**src/rtl/cofc_defines.vh**
```
// constants for the channel output format configuration bank
// assumes an 8-bit register port addressed at the documented offsets
`ifndef COFC_DEFINES_VH
`define COFC_DEFINES_VH
`define COFC_ADDR_CH0_CFG 8'h42
`define COFC_ADDR_CH1_CFG 8'h4A
`define COFC_CFG_RESET 8'h00
`define COFC_UNSIGNED_BIT 7
`define COFC_PRIMARY_MSB 6
`define COFC_PRIMARY_LSB 5
`define COFC_SECONDARY_MSB 4
`define COFC_SECONDARY_LSB 2
`define COFC_AVG_MSB 1
`define COFC_AVG_LSB 0
`define COFC_MODE_DSI3 3'h0
`define COFC_MODE_SPI 3'h1
`define COFC_MODE_I2C 3'h2
`define COFC_MODE_PSI5_PROG 3'h3
`define COFC_PERIOD_32_US 32
`define COFC_PERIOD_64_US 64
`define COFC_PERIOD_128_US 128
`define COFC_CLK_MHZ 100
`define COFC_CYC_32 (`COFC_PERIOD_32_US * `COFC_CLK_MHZ)
`define COFC_CYC_64 (`COFC_PERIOD_64_US * `COFC_CLK_MHZ)
`define COFC_CYC_128 (`COFC_PERIOD_128_US * `COFC_CLK_MHZ)
`define COFC_DSP_INIT_CYCLES 16'h0100
`endif

```
**src/rtl/cofc_channel_scale.v**
```verilog
// one channel: sensitivity scaling and output sign format
// assumes trimmed sample arrives already aligned as a signed 16-bit word
`timescale 1ns/1ns
`default_nettype none
module cofc_channel_scale
(
  input wire clock_i,
  input wire srst_i,
  input wire [15:0] sample_i,
  input wire [1:0] user_gain_shift_i,
  input wire [7:0] user_gain_multiplier_i,
  input wire unsigned_output_select_i,
  output reg [15:0] scaled_o
);
  reg [26:0] product;
  reg [26:0] shifted;
  reg [15:0] signed_word;
  always @*
  begin
    // (256 + mult) * sample; any shift and multiplier pairing is legal
    product = $signed(sample_i) * $signed({2'b00, 9'h100 + {1'b0, user_gain_multiplier_i}});
    // shift codes 0..3 give 0.25, 0.5, 1, 2; >>8 for the /256 term
    case (user_gain_shift_i)
      2'h0: shifted = $signed(product) >>> 10;
      2'h1: shifted = $signed(product) >>> 9;
      2'h2: shifted = $signed(product) >>> 8;
      default: shifted = $signed(product) >>> 7;
    endcase
    signed_word = shifted[15:0];
  end
  always @(posedge clock_i)
  begin
    if (srst_i)
      scaled_o <= 16'h0000;
    else if (unsigned_output_select_i)
      scaled_o <= {~signed_word[15], signed_word[14:0]};
    else
      scaled_o <= signed_word;
  end
endmodule
`default_nettype wire

```
**src/rtl/cofc_bank.v**
```verilog
// Overview of operation
// - registers accessible in DSI3, SPI, I2C, PSI5 programming
// - both registers included in array error check
// - one read/write format register per channel
// - 8-bit layout, channel copies at 0x42, 0x4A
// - unsigned select chooses signed or offset-binary output; temperature passes unchanged
// - shift code gives 0.25, 0.5, 1, 2
// - primary type: offset data, raw data, temperature
// - average select: bypass, or 8-sample at 32/64/128us
// - average select change by register write resets DSP data path; an otp load does not
//
// holds the two format registers, decodes fields, drives the channel paths
// assumes register port strobes are one cycle and synchronous to clock_i
`timescale 1ns/1ns
`default_nettype none
`include "cofc_defines.vh"
module cofc_bank
(
  input wire clock_i,
  input wire srst_i,
  input wire [2:0] link_mode_i,
  input wire psi5_prog_i,
  input wire otp_load_i,
  input wire [7:0] otp_ch0_cfg_i,
  input wire [7:0] otp_ch1_cfg_i,
  input wire reg_wr_i,
  input wire reg_rd_i,
  input wire [7:0] reg_addr_i,
  input wire [7:0] reg_wdata_i,
  output reg [7:0] reg_rdata_o,
  output wire reg_hit_o,
  output wire [7:0] array_check_o,
  input wire [1:0] ch0_user_gain_shift_i,
  input wire [7:0] ch0_user_gain_multiplier_i,
  input wire [1:0] ch1_user_gain_shift_i,
  input wire [7:0] ch1_user_gain_multiplier_i,
  input wire [15:0] ch0_sample_i,
  input wire [15:0] ch1_sample_i,
  input wire [15:0] ch0_raw_i,
  input wire [15:0] ch1_raw_i,
  input wire [15:0] temperature_i,
  output reg [15:0] ch0_result_word0_o,
  output reg [15:0] ch1_result_word0_o,
  output wire [2:0] ch0_secondary_output_type_sel_o,
  output wire [2:0] ch1_secondary_output_type_sel_o,
  output wire [1:0] ch0_interp_avg_o,
  output wire [1:0] ch1_interp_avg_o,
  output wire [13:0] ch0_avg_period_cycles_o,
  output wire [13:0] ch1_avg_period_cycles_o,
  output wire [1:0] dsp_reset_o,
  output wire [1:0] dsp_ready_o
);
  reg [7:0] ch0_cfg_reg;
  reg [7:0] ch1_cfg_reg;
  reg [15:0] ch0_init_reg;
  reg [15:0] ch1_init_reg;
  reg [1:0] dsp_reset_reg;
  wire access_ok;
  wire wr0;
  wire wr1;
  wire avg_change0;
  wire avg_change1;
  wire [15:0] ch0_scaled;
  wire [15:0] ch1_scaled;
  reg [1:0] ch0_interp_avg;
  reg [1:0] ch1_interp_avg;
  reg [13:0] ch0_period;
  reg [13:0] ch1_period;
  // full-width copies; the 14-bit period ports take the low bits, which hold every value
  localparam [31:0] avg_cyc32_full = `COFC_CYC_32;
  localparam [31:0] avg_cyc64_full = `COFC_CYC_64;
  localparam [31:0] avg_cyc128_full = `COFC_CYC_128;

  assign access_ok = (link_mode_i == `COFC_MODE_DSI3) || (link_mode_i == `COFC_MODE_SPI) ||
    (link_mode_i == `COFC_MODE_I2C) || ((link_mode_i == `COFC_MODE_PSI5_PROG) && psi5_prog_i);
  assign reg_hit_o = access_ok && ((reg_addr_i == `COFC_ADDR_CH0_CFG) || (reg_addr_i == `COFC_ADDR_CH1_CFG));
  assign wr0 = reg_wr_i && access_ok && (reg_addr_i == `COFC_ADDR_CH0_CFG);
  assign wr1 = reg_wr_i && access_ok && (reg_addr_i == `COFC_ADDR_CH1_CFG);
  assign avg_change0 = wr0 && (reg_wdata_i[`COFC_AVG_MSB:`COFC_AVG_LSB] != ch0_cfg_reg[`COFC_AVG_MSB:`COFC_AVG_LSB]);
  assign avg_change1 = wr1 && (reg_wdata_i[`COFC_AVG_MSB:`COFC_AVG_LSB] != ch1_cfg_reg[`COFC_AVG_MSB:`COFC_AVG_LSB]);

  // per-channel storage, otp image loads first; a write in the same cycle wins
  always @(posedge clock_i)
  begin
    if (srst_i)
    begin
      ch0_cfg_reg <= `COFC_CFG_RESET;
      ch1_cfg_reg <= `COFC_CFG_RESET;
    end
    else
    begin
      if (wr0)
        ch0_cfg_reg <= reg_wdata_i;
      else if (otp_load_i)
        ch0_cfg_reg <= otp_ch0_cfg_i;
      if (wr1)
        ch1_cfg_reg <= reg_wdata_i;
      else if (otp_load_i)
        ch1_cfg_reg <= otp_ch1_cfg_i;
    end
  end

  always @*
  begin
    reg_rdata_o = 8'h00;
    if (reg_rd_i && access_ok && (reg_addr_i == `COFC_ADDR_CH0_CFG))
      reg_rdata_o = ch0_cfg_reg;
    else if (reg_rd_i && access_ok && (reg_addr_i == `COFC_ADDR_CH1_CFG))
      reg_rdata_o = ch1_cfg_reg;
  end

  // both bytes folded into the array error check contribution
  assign array_check_o = ch0_cfg_reg ^ {ch1_cfg_reg[6:0], ch1_cfg_reg[7]};

  // data path reset pulses for one cycle; ready drops in that same cycle and stays low while the init counter runs; reads not guaranteed then
  always @(posedge clock_i)
  begin
    if (srst_i)
    begin
      ch0_init_reg <= 16'h0000;
      ch1_init_reg <= 16'h0000;
      dsp_reset_reg <= 2'b00;
    end
    else
    begin
      dsp_reset_reg <= {avg_change1, avg_change0};
      if (avg_change0)
        ch0_init_reg <= `COFC_DSP_INIT_CYCLES;
      else if (ch0_init_reg != 16'h0000)
        ch0_init_reg <= ch0_init_reg - 16'h0001;
      if (avg_change1)
        ch1_init_reg <= `COFC_DSP_INIT_CYCLES;
      else if (ch1_init_reg != 16'h0000)
        ch1_init_reg <= ch1_init_reg - 16'h0001;
    end
  end
  assign dsp_reset_o = dsp_reset_reg;
  assign dsp_ready_o = {ch1_init_reg == 16'h0000, ch0_init_reg == 16'h0000};

  // bit 1 = averaging on, bit 0 = interpolation on; code 00 bypasses the average
  always @*
  begin
    ch0_interp_avg = 2'b10;
    ch0_period = 14'h0000;
    case (ch0_cfg_reg[`COFC_AVG_MSB:`COFC_AVG_LSB])
      2'b00:
      begin
        ch0_interp_avg = 2'b01;
        ch0_period = 14'h0000;
      end
      2'b01: ch0_period = avg_cyc32_full[13:0];
      2'b10: ch0_period = avg_cyc64_full[13:0];
      default: ch0_period = avg_cyc128_full[13:0];
    endcase
  end
  always @*
  begin
    ch1_interp_avg = 2'b10;
    ch1_period = 14'h0000;
    case (ch1_cfg_reg[`COFC_AVG_MSB:`COFC_AVG_LSB])
      2'b00:
      begin
        ch1_interp_avg = 2'b01;
        ch1_period = 14'h0000;
      end
      2'b01: ch1_period = avg_cyc32_full[13:0];
      2'b10: ch1_period = avg_cyc64_full[13:0];
      default: ch1_period = avg_cyc128_full[13:0];
    endcase
  end
  assign ch0_interp_avg_o = ch0_interp_avg;
  assign ch1_interp_avg_o = ch1_interp_avg;
  assign ch0_avg_period_cycles_o = ch0_period;
  assign ch1_avg_period_cycles_o = ch1_period;
  assign ch0_secondary_output_type_sel_o = ch0_cfg_reg[`COFC_SECONDARY_MSB:`COFC_SECONDARY_LSB];
  assign ch1_secondary_output_type_sel_o = ch1_cfg_reg[`COFC_SECONDARY_MSB:`COFC_SECONDARY_LSB];

  cofc_channel_scale u_scale0
  (
    .clock_i(clock_i),
    .srst_i(srst_i),
    .sample_i(ch0_sample_i),
    .user_gain_shift_i(ch0_user_gain_shift_i),
    .user_gain_multiplier_i(ch0_user_gain_multiplier_i),
    .unsigned_output_select_i(ch0_cfg_reg[`COFC_UNSIGNED_BIT]),
    .scaled_o(ch0_scaled)
  );
  cofc_channel_scale u_scale1
  (
    .clock_i(clock_i),
    .srst_i(srst_i),
    .sample_i(ch1_sample_i),
    .user_gain_shift_i(ch1_user_gain_shift_i),
    .user_gain_multiplier_i(ch1_user_gain_multiplier_i),
    .unsigned_output_select_i(ch1_cfg_reg[`COFC_UNSIGNED_BIT]),
    .scaled_o(ch1_scaled)
  );

  // raw data gets the same sign format; temperature passes unchanged
  always @(posedge clock_i)
  begin
    if (srst_i)
    begin
      ch0_result_word0_o <= 16'h0000;
      ch1_result_word0_o <= 16'h0000;
    end
    else
    begin
      case (ch0_cfg_reg[`COFC_PRIMARY_MSB:`COFC_PRIMARY_LSB])
        2'b00: ch0_result_word0_o <= ch0_scaled;
        2'b01: ch0_result_word0_o <= {ch0_raw_i[15] ^ ch0_cfg_reg[`COFC_UNSIGNED_BIT], ch0_raw_i[14:0]};
        default: ch0_result_word0_o <= temperature_i;
      endcase
      case (ch1_cfg_reg[`COFC_PRIMARY_MSB:`COFC_PRIMARY_LSB])
        2'b00: ch1_result_word0_o <= ch1_scaled;
        2'b01: ch1_result_word0_o <= {ch1_raw_i[15] ^ ch1_cfg_reg[`COFC_UNSIGNED_BIT], ch1_raw_i[14:0]};
        default: ch1_result_word0_o <= temperature_i;
      endcase
    end
  end
endmodule
`default_nettype wire

```
**config.mk**
```make
export PLATFORM = sky130hd
export DESIGN_NAME = cofc_bank
export DESIGN_NICKNAME = d
export VERILOG_FILES = /design/src/rtl/cofc_channel_scale.v /design/src/rtl/cofc_bank.v
export VERILOG_INCLUDE_DIRS = /design/src /design/src/rtl
export SDC_FILE = /design/constraint.sdc
export NUM_CORES = 1
export LEC_CHECK = 0
export ABC_AREA = 0
export BUFFER_PORTS_ARGS = -buffer_cell sky130_fd_sc_hd__buf_4
export CAP_MARGIN = 40
export CELL_PAD_IN_SITES_DETAIL_PLACEMENT = 1
export CELL_PAD_IN_SITES_GLOBAL_PLACEMENT = 1
export CORE_ASPECT_RATIO = 1.25
export CORE_MARGIN = 2
export CORE_UTILIZATION = 45
export DETAILED_ROUTE_END_ITERATION = 8
export PLACE_DENSITY = 0.8
export SYNTH_ARGS = -nofsm -noshare
export SYNTH_HDL_FRONTEND = slang
export SYNTH_SLANG_ARGS = --single-unit
```
**constraint.sdc**
```tcl
create_clock -name clock_i -period 10.9 [get_ports clock_i]
set_clock_uncertainty 0.2 [all_clocks]
set_input_delay 3.27 -clock clock_i [delete_from_list [all_inputs] [get_ports clock_i]]
set_output_delay 3.27 -clock clock_i [all_outputs]
set_load 0.05 [all_outputs]
```
==> results of run 1 <==
## tightest hold or removal path: stages (launching register included)
cell     delay (ps)
dfxtp_1         300
o31ai_1          60
a21oi_1          60
## worst paths after layout
path	startpoint	end	slack, ps	cells past startpoint
worst max register to register	ch0_init_reg[0]	ch0_init_reg[15]	7910	10
worst min-delay path	ch1_init_reg[6]	ch1_init_reg[6]	270	2
worst max-delay path	ch1_user_gain_multiplier_i[1]	u_scale1.scaled_o[15]	1910	20
worst min register to register	ch1_init_reg[6]	ch1_init_reg[6]	270	2
## power breakdown
| part | switching, mW | total [mW] | internal (mW) | leakage, nW |
|---|---|---|---|---|
| logic | 2.87 | 4.86 | 1.99 | 8.19 |
| registers | 0.0790 | 0.634 | 0.555 | 0.942 |
| clock network | 0.188 | 0.543 | 0.356 | 0.278 |
| total | 3.14 | 6.04 | 2.90 | 9.41 |
## cell usage after synthesis (3+ instances only)
| library cell | number | area share [%] |
|---|---|---|
| inv_1 | 316 | 7.4 |
| fa_1 | 242 | 30 |
| nand2_1 | 203 | 4.7 |
| nor2_1 | 172 | 4.0 |
| ha_1 | 116 | 9.0 |
| dfxtp_1 | 114 | 14 |
| and2_1 | 107 | 4.2 |
| a21oi_1 | 100 | 3.1 |
| clkbuf_1 | 67 | 1.6 |
| mux2i_1 | 66 | 4.1 |
| xnor2_1 | 46 | 2.5 |
| o21ai_0 | 32 | 1.0 |
| buf_4 | 24 | 1.1 |
| a211oi_1 | 23 | 1.1 |
| nor3_1 | 22 | 0.68 |
| xor2_1 | 22 | 1.2 |
| a21o_1 | 20 | 0.93 |
| and3_1 | 14 | 0.54 |
| nand3_1 | 13 | 0.40 |
| or3_1 | 11 | 0.43 |
| o31ai_1 | 10 | 0.47 |
| nor4_1 | 8 | 0.31 |
| o211ai_1 | 8 | 0.37 |
| nand4_1 | 7 | 0.27 |
| nor2b_1 | 7 | 0.27 |
| o21a_1 | 7 | 0.33 |
| or2_2 | 7 | 0.27 |
| buf_1 | 6 | 0.14 |
| o211a_1 | 6 | 0.37 |
| o22ai_1 | 6 | 0.23 |
| or4_1 | 5 | 0.23 |
| a21boi_0 | 4 | 0.19 |
| a221oi_1 | 4 | 0.22 |
| a31oi_1 | 4 | 0.16 |
| and4_1 | 4 | 0.22 |
| mux2_2 | 4 | 0.28 |
| a22o_1 | 3 | 0.16 |
| a22oi_1 | 3 | 0.14 |
| nand2b_1 | 3 | 0.12 |
| nor3b_1 | 3 | 0.14 |
| o221ai_1 | 3 | 0.16 |
| o41ai_1 | 3 | 0.16 |
## area by class of cell
type | count | area [sq um] | area share, %
antenna | 5 | 12.5 | 0.0675
timing repair buffer | 222 | 1700 | 9.16
tap | 474 | 593 | 3.20
clock buffer | 24 | 492 | 2.65
multi-input combinational | 1365 | 12200 | 65.7
clock inverter | 5 | 77.6 | 0.419
inverter | 318 | 1190 | 6.44
sequential | 114 | 2280 | 12.3
## through the flow
stage	std cells	power [mW]	hold WS [ps]	utilization (%)
after floorplan	1898	4.38	241	-
after global placement	2490	5.26	251	50.6
after detailed placement	2493	5.49	262	50.8
after CTS	2522	6.07	269	52.4
after global routing	2527	6.75	282	52.4
final	2527	6.04	268	52.4
## per-layer routing
layer / share of wire [%] / routed length [um]
met1: 40 / 18400
met2: 55 / 24800
met3: 2.5 / 1120
met4: 2.6 / 1200
met5: 0 / 0
## layout by cell type (no fill, tap or decap), types with 7 or more instances in the layout
cell type  instances
a211oi_1          23
conb_1            14
nand2_1          203
o21ai_0           32
nor2_1           172
inv_1            316
ha_1             116
nand3_1           13
and2_1           107
clkbuf_16         17
fa_1             242
nor4_1             8
nand4_1            7
dfxtp_1          114
or2_2              7
o31ai_1           10
nor3_1            22
a21o_1            20
and3_1            14
or3_1             11
xor2_1            22
nor2b_1            7
buf_4            219
mux2i_1           66
xnor2_1           46
a21oi_1          100
o21a_1             7
o211ai_1           8
## cells by family after synthesis
kind of cell,after synthesis,synth area share [%]
AO/OA/AOI/OAI,261,10.8
XOR/XNOR,68,3.70
adder cells (fa/ha/maj),358,39.1
buffers and inverters,419,10.4
flip-flops,114,14.2
multiplexers,71,4.48
other,1,0.0233
AND/OR/NAND/NOR,593,17.2
==> reports/qor.yml, run 1 <==
htreeDepth: 4
synth-edff-count: 0
synth_ff_type: "dfxtp_1"
cts.sinks: 114
use_met3_pct: 2.63
use_met1_pct: 28.9
final_antenna_net_count: 0
tns_ps: 0
hold_viol: 0
rsz0062_at_grt: "false"
top_level_ports: 232
cts-hold-fix-buffers: 0
routed_via_density: 5.27
start_kind: "primary input"
stdcell_area_sq_um: 18500
netlist_area_sq_um: 16100
worst_pin_slew_ps: 840
cp_common_cell: "fa_1"
antenna_found_initial: 5
wl_per_cell_um: 18.0
ys_warn_count: 0
cp.arrival_ps: 9070
dr.pass1.iters: 6
die_y_um: 215
worstSetupPathType: "in -> reg"
cts_tree: "yes"
placed_cell_area_sq_um: 17900
dieArea_sq_um: 37300
synthToLayoutAreaGrowth_pct: 15.1
ys_seq_elements: 114
synth_cell_types: 73
path_clk_slew_ps: 50
async_flop_share_pct: 0
cts_resized: 0
globalRouteOverflowTotal: 0
insertion_delay_ps: 410
cts_buffers: 17
cts_root_buf: "clkbuf_16"
post-place-ws_ps: 1510
outcome: "complete, no violations"
first_global_vias: 15000
nets: 2537
drc: 0
ys_seq_area_share_pct: 14.2
top_usage_layer: "met2"
slew_viol_final: 0
port-buffer-count: 217
die_x_um: 173
cp_max_fo: 16
initial_utilization_pct: 45.5
routed-via-count: 13300
hpwl_mm: 37.5
grtUsageMet2_pct: 47.3
path_buf_inv: 4
post_cts_buffers: 0
grt_pass1_wl_mm: 75.3
fillers: 4227
drtIter0Drc: 555
finalSetupViolations: 0
maxCapViolCount: 0
ir_worst_vdd_mv: 0.178
core_area_sq_um: 35400
drive_above_1_share_pct: 13.2
endpoint_kind: "flip-flop"
min_period_ps: 8990
place_congestion: 0.878
period_share_pct: 82.5
p_per_area_nw_per_um2: 326
fmax_mhz: 111
slowest_delay_ps: 540
hold_class: "reg -> reg"
layout_setup_ws_ps: 1910
path_cells: "buf_4 -> nand2_1 -> fa_1 -> inv_1 -> fa_1 -> fa_1 -> fa_1 -> inv_1 -> fa_1 -> inv_1 -> ha_1 -> a21o_1 -> a2111oi_4 -> o31ai_1 -> and3_4 -> nor4_2 -> mux2_2 -> o31a_1 -> a211oi_1 -> o311ai_1"
p_leak_nw: 9.41
maxSlewHeadroom_pct: 44.0
cpMaxStageDelayCell: "fa_1"
clk_path_buf_depth: 2
grt_max_degree: 79
track_usage_pct: 24.9
worstPathRequired_ps: 10980
synth_cells: 1885
drt-total-wl_mm: 45.5
synth.avg_cell_area_sq_um: 8.54
path_delay_family: "adder cells"
rows: 77
(Power assumes the default switching activity.)
==> inputs of run 2 (changes only) <==
==> constraint.sdc (replaced) <==
create_clock -name clock_i -period 9.45 [get_ports clock_i]
set_clock_uncertainty 0.2 [all_clocks]
set_input_delay 2.835 -clock clock_i [delete_from_list [all_inputs] [get_ports clock_i]]
set_output_delay 2.835 -clock clock_i [all_outputs]
set_load 0.05 [all_outputs]
==> reports/qor.yml, run 2 (same netlist as run 1, synthesis figures left out) <==
ir_worst_vdd_mv: 0.179
layout_commonest_cell: "inv_1"
grt_pass1_wl_mm: 75.9
cp.arrival_ps: 8650
slew_viol_final: 0
nets: 2537
globalRouteOverflowTotal: 0
die_x_um: 173
hold_class: "reg -> reg"
slowest_delay_ps: 560
drtIter0Drc: 535
worst_pin_slew_ps: 831
cpMaxStageDelayCell: "fa_1"
htreeDepth: 4
rows: 77
start_kind: "primary input"
hold_depth: 2
period_share_pct: 90.7
finalSetupViolations: 0
track_usage_pct: 25.0
p_per_area_nw_per_um2: 378
post_cts_buffers: 0
place_congestion: 0.881
tns_ps: 0
cts_resized: 0
cp_max_fo: 16
routed-via-count: 13300
fmax_mhz: 117
core_area_sq_um: 35400
hold_viol: 0
routed_via_density: 5.27
cts_buffers: 17
cp_common_cell: "fa_1"
cts-hold-fix-buffers: 0
cts_root_buf: "clkbuf_16"
worstPathRequired_ps: 9530
wl_per_cell_um: 18.1
drc: 0
maxSlewHeadroom_pct: 44.6
antenna_found_initial: 6
reg2reg_depth: 10
first_global_vias: 15100
path_cells: "buf_4 -> nand2_1 -> fa_1 -> inv_1 -> fa_1 -> fa_1 -> fa_1 -> inv_1 -> fa_1 -> inv_1 -> ha_1 -> and3_1 -> a2111oi_2 -> nor2_1 -> and3_4 -> nor4_2 -> mux2_2 -> o31a_1 -> a211oi_1 -> o311ai_1"
dieArea_sq_um: 37300
maxCapViolCount: 0
cts_tree: "yes"
hpwl_mm: 37.6
top_level_ports: 232
holdWs_ps: 276
outcome: "complete, no violations"
min_period_ps: 8570
die_y_um: 215
layout_common_cells: "inv_1, fa_1, buf_4, nand2_1, nor2_1"
insertion_delay_ps: 410
rsz0062_at_grt: "false"
drt-total-wl_mm: 45.8
p_total_mw: 7.03
drive_above_1_share_pct: 13.2
clk_path_buf_depth: 2
initial_utilization_pct: 45.5
path_clk_slew_ps: 50
synthToLayoutAreaGrowth_pct: 15.4
dr.pass1.iters: 5
p_leak_nw: 9.42
grt_max_degree: 79
cts.sinks: 114
worstSetupPathType: "in -> reg"
fillers: 4193
port-buffer-count: 217
final_antenna_net_count: 0
endpoint_kind: "flip-flop"
-- run 2: cell count changes in the layout (fill, tap and decap cells not counted), sizes merged --
cell      change
clkinvlp      +1
diode         +1
clkbuf        -3
clkinv        +1
bufinv        +3
-- run 2: cell type report --
cell class                 count  area, sq um  area share (%)
antenna                        6         15.0          0.0809
clock inverter                10          184           0.991
timing repair buffer         222         1680            9.04
tap                          474          593            3.19
inverter                     318         1190            6.43
sequential                   114         2280            12.3
clock buffer                  21          440            2.37
multi-input combinational   1365        12200            65.6
-- run 2: final timing paths --
check / endpoint / slack, ps / from
setup reg to reg: ch0_init_reg[15] / 6470 / ch0_init_reg[0]
hold / removal: ch1_init_reg[6] / 280 / ch1_init_reg[6]
setup / recovery: u_scale1.scaled_o[15] / 880 / ch1_user_gain_multiplier_i[4]
hold reg to reg: ch1_init_reg[6] / 280 / ch1_init_reg[6]
-- run 2: per-stage QoR --
step / setup WS [ps] / instance area [sq um] / instances / util (%)
4_1_cts: 908 / 18600 / 2524 / 52.5
6_report: 879 / 18600 / 2530 / 52.5
3_3_place_gp: 621 / 17900 / 2491 / 50.6
5_1_grt: 601 / 18600 / 2530 / 52.5
3_5_place_dp: 491 / 17900 / 2493 / 50.7
2_1_floorplan: 765 / 16100 / 1898 / -
-- run 2: where the power goes --
group	switching [mW]	internal, mW
clock	0.220	0.465
sequential	0.0914	0.640
combinational	3.32	2.29
-- run 2: critical path: cells and delay by family --
kind            cells  cell delay, ps
fa+ha+maj           6            2950
simple gates        5            1130
compound gates      4             970
mux                 1             400
buf+inv             4             350
-- run 2: metal layers --
layer  vias up  wire, um  global-route usage [%]
met2       238     24800                    48.1
met5         -         0                       0
met3        83      1270                    2.89
met4         0      1430                    8.08
li1       6263         -                       -
met1      6760     18300                    28.6
==> inputs of run 3 (changes only) <==
--- a/config.mk
+++ b/config.mk
@@ -16,6 +16,7 @@
 export CORE_UTILIZATION = 45
 export DETAILED_ROUTE_END_ITERATION = 8
 export PLACE_DENSITY = 0.8
+export RECOVER_POWER = 50
 export SYNTH_ARGS = -nofsm -noshare
 export SYNTH_HDL_FRONTEND = slang
 export SYNTH_SLANG_ARGS = --single-unit
==> reports/qor.yml, run 3 (same netlist as run 1, synthesis figures left out) <==
stdcell_area_sq_um: 18400
worstPathRequired_ps: 9530
worstSetupPathType: "in -> reg"
htreeDepth: 4
regArea_sq_um: 2280
core_area_sq_um: 35400
die_x_um: 173
layout_common_cells: "inv_1, fa_1, nand2_1, nor2_1, buf_4"
post_cts_buffers: 0
fillers: 4231
hold_viol: 0
insertion_delay_ps: 410
startpoint: "ch1_user_gain_multiplier_i[1]"
final_util_pct: 51.9
tns_ps: 0
fmax_mhz: 117
grt_pass1_wl_mm: 75.9
min_period_ps: 8560
initial_utilization_pct: 45.5
finalSetupViolations: 0
r2r_start: "ch0_init_reg[0]"
p_int_mw: 3.37
rsz0062_at_grt: "false"
track_usage_pct: 25.0
routed-via-count: 13300
maxCapViolCount: 1
cts-hold-fix-buffers: 0
endpoint_kind: "flip-flop"
grt_max_degree: 79
cp.arrival_ps: 8640
first_global_vias: 15100
synthToLayoutAreaGrowth_pct: 14.1
p_per_area_nw_per_um2: 381
clk_path_buf_depth: 2
pwr-share-seq_pct: 10.5
power.switching_mw: 3.63
worst_pin_slew_ps: 3550
hold_class: "reg -> reg"
routed_via_density: 5.27
p_sw_share_pct: 51.8
combPwrFrac_pct: 79.8
drt-total-wl_mm: 45.9
cp_max_fo: 16
start_kind: "primary input"
hold_path.startpoint: "ch1_init_reg[6]"
path_clk_slew_ps: 60
slew_viol_final: 79
violations: "capacitance limit, slew limit"
dr.pass1.iters: 6
top_level_ports: 232
place_congestion: 0.881
dieArea_sq_um: 37300
nets: 2537
period_share_pct: 90.6
wl_per_cell_um: 18.1
drtIter0Drc: 512
globalRouteOverflowTotal: 0
p_leak_nw: 9.19
layout_commonest_cell: "inv_1"
rows: 77
cts_buffers: 17
die_y_um: 215
drc: 0
maxSlewHeadroom_pct: -137
outcome: "finished with violations"
drive_above_1_share_pct: 10.5
port-buffer-count: 217
ir_worst_vdd_mv: 0.179
cts_resized: 0
hpwl_mm: 37.6
cts.sinks: 114
final_antenna_net_count: 0
power.share.clock_pct: 9.8
antenna_found_initial: 6
cts_tree: "yes"
placed_cell_area_sq_um: 17900
cts_root_buf: "clkbuf_16"
multi_input_area_sq_um: 12200
[run 3: cell count changes in the layout (fill, tap and decap cells not counted)]
cell      previous run  this run
buf_4              220       164
clkbuf_1             4        60
[run 3: routing by layer]
layer	vias up	track usage (%)	wire [um]
met1	6732	28.6	18500
met3	84	2.89	1220
met2	243	48.1	24800
met4	0	8.08	1420
li1	6262	-	-
met5	-	0	0
[run 3: cell type report]
| class | count | share of cell area [%] |
|---|---|---|
| Multi-Input combinational cell | 1365 | 66.4 |
| Sequential cell | 114 | 12.4 |
| Timing Repair Buffer | 222 | 7.99 |
| Inverter | 318 | 6.50 |
| Tap cell | 474 | 3.23 |
| Clock buffer | 21 | 2.40 |
| Clock inverter | 10 | 1.00 |
| Antenna cell | 6 | 0.0818 |
[run 3: critical path: stages]
cell	delay (ps)
buf_4	200
nand2_1	170
fa_1	620
fa_1	530
inv_1	60
fa_1	480
fa_1	490
inv_1	50
fa_1	500
inv_1	50
ha_1	370
and4_1	210
and3_1	190
and3_1	190
and3_4	200
nor4_2	440
mux2_2	400
o31a_1	300
a211oi_1	200
o311ai_1	130
[run 3: stage by stage]
stage / hold WS, ps / std cells / setup slack, ps / total power, mW
6_report: 278 / 2530 / 889 / 7.00
3_3_place_gp: 251 / 2491 / 621 / 6.07
3_5_place_dp: 263 / 2493 / 491 / 6.32
4_1_cts: 278 / 2524 / 908 / 7.07
2_1_floorplan: 241 / 1898 / 765 / 5.05
5_1_grt: 291 / 2530 / 557 / 7.81
[run 3: final timing paths]
| kind | cells past startpoint | to | slack (ps) |
|---|---|---|---|
| worst max-delay path | 20 | u_scale1.scaled_o[15] | 890 |
| worst min-delay path | 2 | ch1_init_reg[6] | 280 |
| worst max register to register | 10 | ch0_init_reg[15] | 6460 |
| worst min register to register | 2 | ch1_init_reg[6] | 280 |
[run 3: power by group through the flow]
stage               Combinational (mW)  Sequential, mW  Clock (mW)
floorplan                         4.26           0.794           0
global placement                  5.34           0.731           0
detailed placement                5.58           0.737           0
CTS                               5.65           0.731       0.692
global route                      6.35           0.749       0.717
finish                            5.59           0.732       0.685
